$ cat src/design/sfr_defs.vh
// Constants for the special function register file: file addresses, field
// positions, reset values and instruction operands.
// Assumes it is included by bare name from each design file that uses it.
`ifndef SFR_DEFS_VH
`define SFR_DEFS_VH
`define SFR_ADDR_INDIRECT     5'h00
`define SFR_ADDR_COUNT        5'h01
`define SFR_ADDR_PCL          5'h02
`define SFR_ADDR_FLAGS        5'h03
`define SFR_ADDR_POINTER      5'h04
`define SFR_ADDR_PORT_REG     5'h05
`define SFR_ADDR_PORT_HV      5'h06
`define SFR_ADDR_GP07         5'h07
`define SFR_DIR_OP_PORT_REG   3'h5
`define SFR_DIR_OP_PORT_HV    3'h6
`define SFR_DIR_OP_WAKE_CFG   3'h7
`define SFR_FLAG_WAKE_CAUSE   7
`define SFR_FLAG_TIMEOUT      4
`define SFR_FLAG_POWER_DOWN   3
`define SFR_CFG_WAKE_DIS      5
`define SFR_CFG_WDOG_DIS      4
`define SFR_CFG_REG_LEVEL     3
`define SFR_CFG_SLEEP_LEVEL   2
`define SFR_CFG_BOR_LEVEL     1
`define SFR_CFG_BOR_DIS       0
`define SFR_POR_FLAGS         8'h98
`define SFR_POR_POINTER       8'h80
`define SFR_POR_PCL           8'hFF
`define SFR_POR_DIR           8'hFF
`define SFR_POR_TIMER_CFG     6'h3F
`define SFR_POR_WAKE_CFG      6'h3F
`define SFR_PORT_REG_MASK     8'h0F
`endif

$ cat src/design/sfr_sync.v
// Two-flop synchroniser bank for pin inputs.
// Assumes the inputs are asynchronous to clk.
`timescale 1ns/100ps
`default_nettype none
module sfr_sync #(
    parameter WIDTH = 12
) (
    input  wire             clk,   // Instruction clock.
    input  wire [WIDTH-1:0] d,     // Asynchronous inputs.
    output reg  [WIDTH-1:0] q      // Synchronised outputs.
);
    reg [WIDTH-1:0] meta;
    always @(posedge clk) begin
        meta <= d;
        q    <= meta;
    end
endmodule // sfr_sync
`default_nettype wire

$ cat src/design/sfr_wake_cfg.v
// Extended option register and the control levels it drives.
// Assumes the direction-load strobe is a one-cycle pulse on clk.
`timescale 1ns/100ps
`default_nettype none
`include "sfr_defs.vh"
module sfr_wake_cfg (
    input  wire       clk,              // Instruction clock.
    input  wire       por,              // Power-on reset, high.
    input  wire       load,             // Direction load with operand 07h.
    input  wire [7:0] wdata,            // Working register value.
    output reg        wake_on_change_disable, // High disables pin-change wake.
    output reg        soft_watchdog_disable,  // High disables watchdog.
    output reg        regulator_level_select, // High 5 V, low 3 V.
    output reg        sleep_level_select,     // High follows run level.
    output reg        brownout_level_select,  // Brown-out level choice.
    output reg        brownout_disable        // High disables brown-out.
);
    // Only power-on resets this register; master clear keeps the settings.
    always @(posedge clk) begin
        if (por) begin
            {wake_on_change_disable, soft_watchdog_disable, regulator_level_select,
             sleep_level_select, brownout_level_select, brownout_disable}
                <= `SFR_POR_WAKE_CFG;
        end else if (load) begin
            wake_on_change_disable <= wdata[`SFR_CFG_WAKE_DIS];
            soft_watchdog_disable  <= wdata[`SFR_CFG_WDOG_DIS];
            regulator_level_select <= wdata[`SFR_CFG_REG_LEVEL];
            sleep_level_select     <= wdata[`SFR_CFG_SLEEP_LEVEL];
            brownout_level_select  <= wdata[`SFR_CFG_BOR_LEVEL];
            brownout_disable       <= wdata[`SFR_CFG_BOR_DIS];
        end
    end
endmodule // sfr_wake_cfg
`default_nettype wire

$ cat src/design/sfr_file.v
// Special function register file of a small 8-bit controller core.
// Assumes the core presents one file access per instruction cycle on clk,
// a synchronous data memory for indirect accesses, and pins that are
// asynchronous and are synchronised here.
// Indirect reads take memory data in the read cycle itself, so memory must
// present the byte at the current pointer without a wait state.
// The extended option register cannot be read back; software keeps a copy.
`timescale 1ns/100ps
`default_nettype none
`include "sfr_defs.vh"
// Behaviour
// - Address 00h reaches memory through pointer.
// - Only low counter byte at address 02h.
// - Wake flag set on power-on and sleep.
// - Wake flag cleared on pin-change wake.
// - Address 07h is plain storage.
// - Extended option loaded only by direction-load 07h.
// - Wake disable, regulator and sleep levels.
// - Watchdog disable, brown-out disable and level.
// - Extended option bits reset to one.
// - Unimplemented bits read as zero.
// - Master clear sets flags 100q quuu, pointer bit7.
module sfr_file (
    input  wire        clk,              // Instruction clock.
    input  wire        reset,            // Power-on reset, high, synchronous.
    input  wire        master_clear_input_reset,       // Master clear or watchdog reset.
    input  wire        wdog_timeout,     // Reset cause was watchdog, with master_clear_input_reset.
    input  wire        wdog_sleep_wake,  // Watchdog woke the part from sleep.
    input  wire [4:0]  file_addr,        // File address of the access.
    input  wire        file_rd,          // Read strobe.
    input  wire        file_wr,          // Write strobe.
    input  wire [7:0]  file_wdata,       // Write data.
    input  wire        dir_load,         // Direction-load instruction strobe.
    input  wire [2:0]  dir_operand,      // Direction-load operand.
    input  wire        timer_cfg_load,   // Timer option load strobe.
    input  wire        sleep_exec,       // Sleep instruction executed.
    input  wire        clrwdt_exec,      // Watchdog clear instruction executed.
    input  wire        count_tick,       // Free-running count increment.
    input  wire [7:0]  pc_next_low,      // Core's next counter low byte.
    input  wire        pc_advance,       // Core updates the counter low byte.
    input  wire [2:0]  alu_flags,        // Zero, nibble carry, carry from ALU.
    input  wire        alu_flags_wr,     // ALU flag update strobe.
    input  wire [7:0]  mem_rdata,        // Data memory read data.
    input  wire [11:0] pin_in,           // Pin levels, high port then low.
    output reg  [7:0]  file_rdata,       // Read data, one cycle after strobe.
    output reg  [7:0]  mem_addr,         // Data memory address.
    output reg  [7:0]  mem_wdata,        // Data memory write data.
    output reg         mem_wr,           // Data memory write strobe.
    output reg         mem_rd,           // Data memory read strobe.
    output reg  [7:0]  program_counter_low, // Low counter byte.
    output reg  [1:0]  page_select,      // Page select bits.
    output reg  [11:0] pin_out,          // Port output latches.
    output reg  [11:0] pin_oe,           // Port output enables, high drives.
    output reg  [5:0]  timer_prescaler_config, // Timer option register.
    output reg         wake_event,       // Pin-change wake pulse to the core.
    output reg         asleep,           // Core is in sleep.
    output reg         wake_on_change_disable, // High disables pin-change wake.
    output reg         soft_watchdog_disable,  // High disables watchdog.
    output reg         regulator_level,  // Active regulator level, high 5 V.
    output reg         brownout_level_select,  // Brown-out level choice.
    output reg         brownout_disable  // High disables brown-out.
);
    reg  [7:0]  free_running_count;
    reg  [7:0]  core_flags;
    reg  [7:0]  indirect_pointer;
    reg  [7:0]  general_07;
    reg  [7:0]  pin_direction_control_hv;
    reg  [3:0]  pin_direction_control_reg;
    reg  [11:0] latch;
    reg  [7:0]  hv_prev;
    wire [11:0] pin_sync;
    wire        cfg_load;
    wire        cfg_wake_dis;
    wire        cfg_wdog_dis;
    wire        cfg_reg_level;
    wire        cfg_sleep_level;
    wire        cfg_bor_level;
    wire        cfg_bor_dis;
    wire        any_reset;
    wire        pin_change;
    wire        wr_indirect;
    reg  [7:0]  next_rdata;
    wire        hv_changed;
    wire [11:0] dir_all;
    localparam [7:0] DIR_POR = `SFR_POR_DIR;

    // Master clear shares the direction, timer option and sleep resets.
    assign any_reset   = reset | master_clear_input_reset;
    // Other direction-load operands only reach the port direction registers.
    assign cfg_load    = dir_load & (dir_operand == `SFR_DIR_OP_WAKE_CFG);
    assign wr_indirect = file_wr & (file_addr == `SFR_ADDR_INDIRECT);
    // A change is judged against the levels seen as sleep began, so a pin
    // that already sat high when the core slept does not wake it again.
    assign hv_changed  = (pin_sync[11:4] != hv_prev);
    assign pin_change  = asleep & ~cfg_wake_dis & hv_changed;
    assign dir_all     = {pin_direction_control_hv, pin_direction_control_reg};

    // Pins are only read through the second stage; the first may be metastable.
    sfr_sync #(
        .WIDTH (12)
    ) u_sync (
        .clk (clk),
        .d   (pin_in),
        .q   (pin_sync)
    );

    // The option register lives apart because only power-on resets it; a
    // master clear must leave the regulator and brown-out settings alone.
    sfr_wake_cfg u_cfg (
        .clk                    (clk),
        .por                    (reset),
        .load                   (cfg_load),
        .wdata                  (file_wdata),
        .wake_on_change_disable (cfg_wake_dis),
        .soft_watchdog_disable  (cfg_wdog_dis),
        .regulator_level_select (cfg_reg_level),
        .sleep_level_select     (cfg_sleep_level),
        .brownout_level_select  (cfg_bor_level),
        .brownout_disable       (cfg_bor_dis)
    );

    // Register the config levels so outputs come from flops; the settings
    // reach the analogue outputs one cycle after the load lands, while the wake logic uses cfg_wake_dis at once.
    always @(posedge clk) begin
        wake_on_change_disable <= cfg_wake_dis;
        soft_watchdog_disable  <= cfg_wdog_dis;
        brownout_level_select  <= cfg_bor_level;
        brownout_disable       <= cfg_bor_dis;
        // Sleep forces 3 V unless the sleep level follows the run level.
        regulator_level <= cfg_reg_level & (~asleep | cfg_sleep_level);
    end

    // Indirect accesses go out to data memory; no storage sits at 00h.
    // Strobe, address and data leave together from flops, so memory sees one
    // clean set per access and nothing glitches between instruction cycles.
    always @(posedge clk) begin
        if (reset) begin
            mem_wr    <= 1'b0;
            mem_rd    <= 1'b0;
            mem_addr  <= 8'h00;
            mem_wdata <= 8'h00;
        end else begin
            mem_wr    <= wr_indirect;
            mem_rd    <= file_rd & (file_addr == `SFR_ADDR_INDIRECT);
            mem_addr  <= indirect_pointer;
            mem_wdata <= file_wdata;
        end
    end

    // Unmapped addresses and the missing upper bits of the regulated port
    // read as zero, so software polling a spare address sees a fixed value.
    always @* begin
        next_rdata = 8'h00;
        case (file_addr)
            `SFR_ADDR_INDIRECT: next_rdata = mem_rdata;
            `SFR_ADDR_COUNT:    next_rdata = free_running_count;
            `SFR_ADDR_PCL:      next_rdata = program_counter_low;
            `SFR_ADDR_FLAGS:    next_rdata = core_flags;
            `SFR_ADDR_POINTER:  next_rdata = indirect_pointer;
            `SFR_ADDR_PORT_REG: next_rdata = {4'h0, pin_sync[3:0]};
            `SFR_ADDR_PORT_HV:  next_rdata = pin_sync[11:4];
            `SFR_ADDR_GP07:     next_rdata = general_07;
            default:            next_rdata = 8'h00;
        endcase
    end

    // Indirect read data is taken from mem_rdata in the read cycle itself, a cycle
    // before mem_rd reaches memory, so the mux is sampled with the strobe for address 00h.
    // Between reads the data holds, so the core may take it late.
    always @(posedge clk) begin
        if (reset) begin
            file_rdata <= 8'h00;
        end else if (file_rd) begin
            file_rdata <= next_rdata;
        end
    end

    // Master clear keeps the count, the port latches and address 07h; only
    // the counter byte and the top pointer bit are forced, so a program can
    // tell a warm restart from a cold one by what survived.
    always @(posedge clk) begin
        if (reset) begin
            program_counter_low <= `SFR_POR_PCL;
            free_running_count  <= 8'h00;
            indirect_pointer    <= `SFR_POR_POINTER;
            general_07          <= 8'h00;
            latch               <= 12'h000;
        end else if (master_clear_input_reset) begin
            program_counter_low <= `SFR_POR_PCL;
            indirect_pointer    <= indirect_pointer | `SFR_POR_POINTER;
        end else begin
            // Upper counter bits live in the core and are not reachable here.
            if (file_wr && file_addr == `SFR_ADDR_PCL)
                program_counter_low <= file_wdata;
            else if (pc_advance)
                program_counter_low <= pc_next_low;
            // A software write to the count beats the tick in the same cycle,
            // so a reload is never lost to an increment.
            if (file_wr && file_addr == `SFR_ADDR_COUNT)
                free_running_count <= file_wdata;
            else if (count_tick)
                free_running_count <= free_running_count + 8'h01;
            if (file_wr && file_addr == `SFR_ADDR_POINTER)
                indirect_pointer <= file_wdata;
            if (file_wr && file_addr == `SFR_ADDR_GP07)
                general_07 <= file_wdata;
            // Port writes land in the latches; reads return the pin levels.
            if (file_wr && file_addr == `SFR_ADDR_PORT_REG)
                latch[3:0] <= file_wdata[3:0];
            if (file_wr && file_addr == `SFR_ADDR_PORT_HV)
                latch[11:4] <= file_wdata;
        end
    end

    // Directions and timer option reset on every reset to all ones.
    // All pins come up as inputs, so nothing is driven until software has
    // set the latches and asked for it.
    always @(posedge clk) begin
        if (any_reset) begin
            pin_direction_control_hv  <= DIR_POR;
            pin_direction_control_reg <= DIR_POR[3:0];
            timer_prescaler_config    <= `SFR_POR_TIMER_CFG;
        end else begin
            if (dir_load && dir_operand == `SFR_DIR_OP_PORT_HV)
                pin_direction_control_hv <= file_wdata;
            if (dir_load && dir_operand == `SFR_DIR_OP_PORT_REG)
                pin_direction_control_reg <= file_wdata[3:0];
            // The timer option keeps only its six low bits.
            if (timer_cfg_load)
                timer_prescaler_config <= file_wdata[5:0];
        end
    end

    // A clear direction bit turns on the pin's driver; outputs lag the
    // latches by one cycle so every pin changes on the same edge.
    always @(posedge clk) begin
        pin_out <= latch;
        pin_oe  <= ~dir_all;
    end

    // Flags: wake cause, page bits, timeout, power down, then ALU bits.
    // Timeout and power down belong to hardware; software writes skip them.
    // Where the sleep or wake logic and a software write touch one bit in the same cycle,
    // that logic wins, so a wake or a sleep is never hidden by a flag write; a flag write beats an ALU update.
    always @(posedge clk) begin
        if (reset) begin
            core_flags <= `SFR_POR_FLAGS;
        end else if (master_clear_input_reset) begin
            // Wake cause set, page bits cleared; the ALU bits are kept.
            core_flags[7:5] <= 3'h4;
            core_flags[`SFR_FLAG_TIMEOUT]    <= ~wdog_timeout;
            core_flags[`SFR_FLAG_POWER_DOWN] <= ~asleep;
        end else begin
            if (file_wr && file_addr == `SFR_ADDR_FLAGS) begin
                core_flags[7:5] <= file_wdata[7:5];
                core_flags[2:0] <= file_wdata[2:0];
            end else if (alu_flags_wr) begin
                core_flags[2:0] <= alu_flags;
            end
            if (clrwdt_exec) begin
                core_flags[`SFR_FLAG_TIMEOUT]    <= 1'b1;
                core_flags[`SFR_FLAG_POWER_DOWN] <= 1'b1;
            end
            if (sleep_exec) begin
                core_flags[`SFR_FLAG_WAKE_CAUSE] <= 1'b1;
                core_flags[`SFR_FLAG_TIMEOUT]    <= 1'b1;
                core_flags[`SFR_FLAG_POWER_DOWN] <= 1'b0;
            end else if (pin_change) begin
                core_flags[`SFR_FLAG_WAKE_CAUSE] <= 1'b0;
            end
            if (wdog_sleep_wake)
                core_flags[`SFR_FLAG_TIMEOUT] <= 1'b0;
        end
    end

    // The page bits leave through a flop so the core never sees them mid-update.
    always @(posedge clk) begin
        page_select <= core_flags[6:5];
    end

    // Sleep state and pin-change detection on the high-voltage port.
    // The snapshot of the high port is taken as sleep begins; only the high
    // port can wake the part, the regulated port is ignored while asleep.
    // A watchdog wake ends sleep as well but leaves the wake cause set.
    always @(posedge clk) begin
        if (any_reset) begin
            asleep     <= 1'b0;
            wake_event <= 1'b0;
            hv_prev    <= 8'h00;
        end else begin
            wake_event <= pin_change;
            if (sleep_exec)
                hv_prev <= pin_sync[11:4];
            // Entering sleep wins over a wake in the same cycle.
            if (sleep_exec)
                asleep <= 1'b1;
            else if (pin_change || wdog_sleep_wake)
                asleep <= 1'b0;
        end
    end
endmodule // sfr_file
`default_nettype wire

$ cat config.mk
export PLATFORM = sky130hd
export DESIGN_NAME = sfr_file
export DESIGN_NICKNAME = d
export VERILOG_FILES = /design/src/design/sfr_sync.v /design/src/design/sfr_wake_cfg.v /design/src/design/sfr_file.v
export VERILOG_INCLUDE_DIRS = /design/src /design/src/design
export SDC_FILE = /design/constraint.sdc
export NUM_CORES = 1
export LEC_CHECK = 0
export ABC_AREA = 1
export BUFFER_PORTS_ARGS = -buffer_cell sky130_fd_sc_hd__buf_2
export CAP_MARGIN = 20
export CORE_MARGIN = 3
export CORE_UTILIZATION = 25
export CTS_BUF_LIST = sky130_fd_sc_hd__clkbuf_16
export DETAILED_ROUTE_END_ITERATION = 8
export PLACE_DENSITY = 0.55
export SYNTH_ARGS = -nofsm -noshare
export SYNTH_HDL_FRONTEND = slang
export SYNTH_SLANG_ARGS = --single-unit
$ cat constraint.sdc
create_clock -name clk -period 1.74 [get_ports clk]
set_input_delay 0.174 -clock clk [delete_from_list [all_inputs] [get_ports clk]]
set_output_delay 0.174 -clock clk [all_outputs]
set_load 0.02 [all_outputs]
Yosys cells after proc, flatten, opt, wreduce, memory -nomap -nowiden
Cells that the tools add are included.

Bits of input ports: 61. Register bits: 167. Output and inout port bits: 73.

Muxes and demuxes: 15. Reduce and logical (&&, ||, !) cells: 26. Eq/ne operators: 11. Add/sub/neg operators: 1. Bitwise operators: 13.

Operator list (number): $pmux 8 s8 (1); $mux 8 (4); $eq 5x3->1 const B (4); $not 12->12 (1); $reduce_and 2->1 (6); $eq 5x2->1 const B (2); $reduce_bool 2->1 (5); $eq 3x3->1 const B (3); $logic_and 1x1->1 (9); $mux 3 (3); $add 8x1->8 const B (1); $ne 8x8->1 (1); $and 1x1->1 (6); $mux 2 (3); $eq 5x1->1 const B (1); $logic_not 5->1 (1); $mux 1 (4); $not 1->1 (4); $reduce_bool 4->1 (1); $reduce_bool 3->1 (1); $reduce_or 3->1 (1); $or 1x1->1 (2); $reduce_or 2->1 (1); $logic_or 1x1->1 (1).

Depth between registers and ports, before layout
Gate-level depths: netlist of run 1.

Word-level depth: 6. Mapped depth: 10. Mapped depth without buffers: 9.

Hierarchy
Synthesis of run 1 repeated with hierarchy kept, for this count alone.

Cells, all modules: 730. Area, all modules: 6017.0 µm².

By module, submodules not included: sfr_file (cells each 680, times used 1, area each 5333.9 µm², sequential area each 2742.6 µm²); sfr_sync (cells each 24, times used 1, area each 480.5 µm², sequential area each 480.5 µm²); sfr_wake_cfg (cells each 26, times used 1, area each 202.7 µm², sequential area each 120.1 µm²).

Least setup slack after synthesis of run 1
No wires, ideal clock.

Path kind: in2reg. Start: input master_clear_input_reset. End: register timer_prescaler_config[1]. Setup time: 0.131 ns. Path slack: 0.472 ns. Stages: 6. Required time: 1.609 ns. Buffers on the path: 2. Data arrival time: 1.137 ns. Cells stage by stage: clkbuf_1 > nor2_1 > inv_2 > clkbuf_1 > a21oi_1 > o21ai_0.

Word-level cells in the longest chain between the ends: 1.

Ends and longest elaborated chain: from (decl) (RTL line sfr_file.v:26) `input wire master_clear_input_reset,`; $or 1x1->1 (RTL line sfr_file.v:88) `assign any_reset = reset | master_clear_input_reset;`; to (signal assigned) (RTL line sfr_file.v:222) `` timer_prescaler_config <= `SFR_POR_TIMER_CFG; ``; to (signal assigned) (RTL line sfr_file.v:230) `timer_prescaler_config <= file_wdata[5:0];`; to (decl) (RTL line sfr_file.v:54) `output reg [5:0] timer_prescaler_config,`.

Every way passes these cells. A chain may end at the register's enable or synchronous reset.

==> results.ini, run 1 <==
[floorplanning]
start_util_pct=25.8
die-area_mm2=0.0256
die_height_um=160
dieWidth_um=160
io_pins=134
design.core.area_mm2=0.0230
core.rowCount=55

[power]
p_leak_nw=3.60
p_per_area_mw_per_mm2=1050
irDropWorstVdd_mv=0.475

[timing]
fin_crit_sh_pct=78.8
fin_crit_ns=1.37
finalSetupTns_ns=0
maxSlewHeadroom_pct=65.1
rsz0062_at_grt=false
finClkSkew_ns=0.00999
hold_viol_final=0
achievable-frequency_mhz=730
finalSetupViolCount=0
worst_slew_pin_slew_ns=0.520
finalMaxSlewViolations=0

[yosys]
synth-seq-cells=167
synthXorXnorAreaFrac_pct=1.18
synth_fa_ha_area_share_pct=0.211
synth.distinct_cells=31
synth_top_family_by_area=simple AND/OR/NAND/NOR gates
synth.avg_cell_area_um2=8.23
yosysSeqAreaShare_pct=56.4
synth_compound_area_share_pct=14.4
synthMuxAreaShare_pct=0
syn_area_mm2=0.00593
syn-instance-count=720
ys_warn_count=0
synth-simple-area-share_pct=21.0
syn-num-nets=782

[clocking]
cts-buffers-inserted=17
cts_resized=0
cts_tree=yes
clk_latency_ns=0.42
cts_num_sinks=167
root_buffer=clkbuf_16
clk_pin_slew_ns=0.06
cts_htree_levels=4
clk_path_buf_depth=2

[setup_path]
critPathArrivalTime_ns=1.68
critPathTopFamily=buffers and inverters
cp_num_buf_inv=1
crit_path_end_kind=flip-flop
worst-path-max-fanout=2
crit_type=reg2reg
max_stage_delay_ns=0.57
cpMaxStageDelayCell=dlygate4sd3_1
critPathLaunchType=flip-flop
path_cells=o31ai_1 > o211ai_1 > dlygate4sd3_1
cp.required_ns=2.05

[placement]
hpwl_um=14000
gp_congestion=0.899
portBuffers=133
dp.cells=1156

[detailed_routing]
wl_met2_um=8370
highest_layer=met5
drt_iter0_drc=400
wl_met3_um=1120
viasPerCell=4.39
vias=5304
route.detailed.drc=0
routed_wl_um=18900
drtAntennaViolNets=0
met1_length_um=8880
firstDrtPassIters=4
wl_per_cell_um=15.7

[run_status]
status=finished, final reports clean

[layout]
drive_gt1_share_pct=21.7
fill_cells=2491
ff_latch_area_mm2=0.00334
final_common_cell=dfxtp_1
fin_cells=1207
final_util_pct=33.6
syn2layout_area_growth_pct=30.2
final_nets=942
multi_input_area_mm2=0.00218
final_cell_mix=dfxtp_1 (167), nand2_1 (138), buf_2 (133)

[global_route]
grt_max_degree=46
first_global_vias=5168
grt-ovfl-total=0
grt_pass1_wl_um=29300
track_usage_pct=15.1
antenna_found_initial=2

[job]
maxCapViolCount=0

[worst_hold_path]
hold_class=in2reg

## cell type report
type | instances | area share [%]
repair buffers | 171 | 12.9
flip-flops and latches | 167 | 43.3
clock inverters | 15 | 1.46
multi-input cells | 454 | 28.3
well taps | 313 | 5.08
diodes | 1 | 0.0324
clock buffers | 17 | 5.51
inverters | 69 | 3.36
## power by group
part | switching, W | internal [W] | leakage [nW]
sequential | 0.0000660 | 0.00393 | 1.37
clock | 0.00155 | 0.00194 | 0.264
combinational | 0.000403 | 0.000219 | 1.97
## cell usage after synthesis
master     number  area [um^2]
nand2_2         2         12.5
xor2_1          2         17.5
buf_6           1         11.3
nand3_2         1         10.0
a211oi_1        1         7.51
buf_4           4         30.0
o211ai_1       13         97.6
nor2_4          3         33.8
clkinv_1        6         22.5
nor2_1         77          289
nand4_1        25          156
nand3_1        38          190
ha_1            1         12.5
nor3_1          5         25.0
o21ai_1         3         15.0
o21ai_0        63          315
inv_1          58          218
o2111ai_1       8         70.1
a21oi_4         1         16.3
o21bai_1        1         7.51
o21a_1          1         7.51
buf_2           4         20.0
nand2_1       138          518
clkbuf_1       19         71.3
nor2_2          2         12.5
xnor2_1         6         52.6
o31ai_1         1         7.51
dfxtp_1       167         3340
a21oi_1        62          310
inv_2           5         18.8
buf_1           2         7.51
## tightest hold or removal path, stage by stage
cell and delay [ns]:
buf_2 0.10, o211ai_1 0.08, o211ai_1 0.07
## worst paths after layout
kind	start	end	slack, ns	cells past startpoint
hold reg to reg	u_sync.meta[11]	u_sync.q[11]	0.33	0
setup / recovery	core_flags[4]	core_flags[4]	0.37	3
hold / removal	clrwdt_exec	core_flags[3]	0.03	3
setup reg to reg	core_flags[4]	core_flags[4]	0.37	3
## metal layers
metal / global-route usage, % / vias to the layer above
li1: - / 2695
met1: 20.0 / 2432
met2: 22.9 / 149
met3: 4.12 / 26
met4: 6.67 / 2
met5: 0 / -
## cell families (layout without fill, tap and decap cells)
kind of cell    count (synthesis)  count (layout)
simple gates                  291             291
flops                         167             167
compound gates                154             154
buf+inv                        99             272
xor+xnor                        8               8
fa+ha+maj                       1               1
other cells                     0               1
## through the flow
stage / total power, W / hold slack [ns] / setup slack (ns) / cell area (um^2)
floorplan: 0.00439 / 0.202 / 0.472 / 5930
global placement: 0.00467 / 0.277 / 0.263 / 6990
detailed placement: 0.00468 / 0.278 / 0.217 / 6990
CTS: 0.00824 / 0.00693 / 0.371 / 7710
global route: 0.00846 / 0.0242 / 0.250 / 7710
finish: 0.00811 / 0.0336 / 0.369 / 7710
## timing repair
item / CTS / global route
endpoints found under the setup margin: 0 / 0
hold endpoints to repair: 17 / 0
buffers inserted: 0 / 0
hold buffers: 18 / 0
Power figures use the tool's default switching activity.
==> run 2: changes to the inputs <==
--- a/config.mk
+++ b/config.mk
@@ -13,7 +13,7 @@
 export CORE_UTILIZATION = 25
 export CTS_BUF_LIST = sky130_fd_sc_hd__clkbuf_16
 export DETAILED_ROUTE_END_ITERATION = 8
-export PLACE_DENSITY = 0.55
+export PLACE_DENSITY = 0.57
 export SYNTH_ARGS = -nofsm -noshare
 export SYNTH_HDL_FRONTEND = slang
 export SYNTH_SLANG_ARGS = --single-unit
==> constraint.sdc (replaced) <==
create_clock -name clk -period 1.2 [get_ports clk]
set_input_delay 0.12 -clock clk [delete_from_list [all_inputs] [get_ports clk]]
set_output_delay 0.12 -clock clk [all_outputs]
set_load 0.02 [all_outputs]
==> results.ini, run 2 (synthesized netlist as in run 1, its figures left out) <==
[setup_path]
path_cells=ha_4 > nand2_2 > nor2_2 > xor2_1 > nand2_1 > o21ai_0 > nor2_1 > nor2_1
critPathLaunchType=flip-flop
path_depth=8  ; +5
worst-path-max-fanout=3  ; +1
critPathTopFamily=flip-flops
cpMaxStageDelayCell=dfxtp_4
critPathMostFrequentCell=nor2_1
cp_num_buf_inv=0  ; -1
max_stage_delay_ns=0.36  ; -0.21 ns
critPathArrivalTime_ns=1.50  ; -0.18 ns
r2r_cells=8  ; +5
cp.required_ns=1.52  ; -0.53 ns
crit_path_end_kind=flip-flop
crit_type=reg2reg

[layout]
fill_cells=2433  ; -2.3%
drive_gt1_share_pct=26.9  ; +5.1 points
syn2layout_area_growth_pct=38.8
num_antenna_cells=0  ; -1
final_nets=987  ; +4.8%
finish.instance_area_mm2=0.00823  ; +6.6%
fin_cells=1251  ; +3.6%
final_common_cell=dfxtp_1
final_cell_mix=dfxtp_1 (159), nand2_1 (136), buf_2 (133)

[clocking]
cts_tree=yes
cts-buffers-inserted=17  ; unchanged
clk_latency_ns=0.42  ; about the same
clk_pin_slew_ns=0.07  ; about the same
root_buffer=clkbuf_16
clk_path_buf_depth=2  ; unchanged
cts_num_sinks=167  ; unchanged
cts_htree_levels=4  ; unchanged

[detailed_routing]
firstDrtPassIters=5  ; +1
viasPerCell=4.38  ; -0.26%
drtAntennaViolNets=0  ; unchanged
vias=5483  ; +3.4%
drt_iter0_drc=409  ; +2.3%
route.detailed.drc=0  ; unchanged
routed_wl_um=19200  ; +1.4%
wl_per_cell_um=15.3  ; -2.2%

[floorplanning]
io_pins=134  ; unchanged
core.rowCount=55  ; unchanged
die-area_mm2=0.0256  ; unchanged
dieWidth_um=160  ; unchanged
die_height_um=160  ; unchanged
start_util_pct=25.8  ; unchanged
design.core.area_mm2=0.0230  ; unchanged

[power]
pwr-share-comb_pct=8.2  ; +0.5 points
p_per_area_mw_per_mm2=1520  ; +45%
switching_share_pct=24.5  ; -0.34 points
p_leak_nw=3.86  ; +7.3%
irDropWorstVdd_mv=0.726  ; +53%
p_int_w=0.00945  ; +55%
clkPwrFrac_pct=45.5  ; +2.5 points
seq_power_share_pct=46.3  ; -3.0 points
power.total_w=0.0125  ; +54%
p_switching_w=0.00307  ; +52%

[global_route]
antenna_found_initial=0  ; -2
grt-ovfl-total=0  ; unchanged
track_usage_pct=14.9  ; -0.17 points
grt_max_degree=29  ; -37%
first_global_vias=5166  ; -0.039%
grt_pass1_wl_um=29300  ; about the same

[placement]
gp_congestion=0.925  ; +2.9%
dp.cells=1191  ; +3.0%
portBuffers=133  ; unchanged
pre_cts_slack_ns=-0.146  ; -0.362 ns
place_area_mm2=0.00728  ; +4.2%
hpwl_um=14500  ; +4.0%

[timing]
finalMaxSlewViolations=0  ; unchanged
worst_slew_pin_slew_ns=0.503  ; -0.0170 ns
rsz0062_at_grt=true
hold_viol_final=0  ; unchanged
finClkSkew_ns=0.00808  ; -0.00190 ns
fin_ws_ns=0.0130  ; -0.356 ns
fin_crit_sh_pct=98.9  ; +20 points
achievable-frequency_mhz=842  ; +15%
maxSlewHeadroom_pct=66.4  ; +1.3 points
fin_crit_ns=1.19  ; -0.184 ns
finalSetupViolCount=0  ; unchanged

[worst_hold_path]
hold_class=in2reg
min_path_cells=3  ; unchanged

[run_status]
status=finished, final reports clean

[job]
maxCapViolCount=0  ; unchanged

[run 2: worst paths after layout]
kind                                       to             startpoint  slack (ns)
setup / recovery        free_running_count[4]  free_running_count[0]        0.01
hold / removal    pin_direction_control_hv[3]          file_wdata[3]        0.02
setup reg to reg        free_running_count[4]  free_running_count[0]        0.01
hold reg to reg                   u_sync.q[1]         u_sync.meta[1]        0.32
[run 2: what timing repair did]
item,in CTS,in global routing
hold buffers,27,0
setup endpoints to repair,3,15
endpoints found under the hold margin,28,0
buffers inserted,1,0
resized for setup,8,10
pin swaps,0,4
[run 2: through the flow]
stage          hold WS (ns)  util (%)  setup TNS [ns]
2_1_floorplan         0.148         -               0
3_3_place_gp          0.223      31.7           -4.24
3_5_place_dp          0.224      31.7           -5.26
4_1_cts             0.00159      35.7               0
5_1_grt              0.0159      35.8          -0.328
6_report             0.0158      35.8               0
[run 2: power groups by stage]
stage	logic, W	clock network [W]	registers (W)
global placement	0.000954	0	0.00591
detailed placement	0.000957	0	0.00591
finish	0.00103	0.00569	0.00579
CTS	0.00104	0.00587	0.00579
floorplan	0.000395	0	0.00597
global route	0.00113	0.00613	0.00581
[run 2: layout make-up]
type                    count  area [um^2]  area share (%)
repair buffers            216         1380            16.8
inverters                  69          263            3.19
clock inverters            15          193            2.34
clock buffers              17          425            5.17
flip-flops and latches    167         3360            40.8
multi-input cells         454         2220            26.9
well taps                 313          392            4.76
[run 2: worst register-to-register path: cells and delay by family (launching register included)]
| kind | cells | cell delay, ns |
|---|---|---|
| XOR/XNOR | 1 | 0.15 |
| AO/OA/AOI/OAI | 1 | 0.07 |
| AND/OR/NAND/NOR | 5 | 0.35 |
| adder cells (fa/ha/maj) | 1 | 0.16 |
| flip-flops | 1 | 0.36 |
[run 2: layer usage]
metal | routed length, um | global-route usage, %
met5 | 0 | 0
met4 | 299 | 4.54
met3 | 1270 | 4.10
met2 | 9000 | 24.2
met1 | 8600 | 19.3
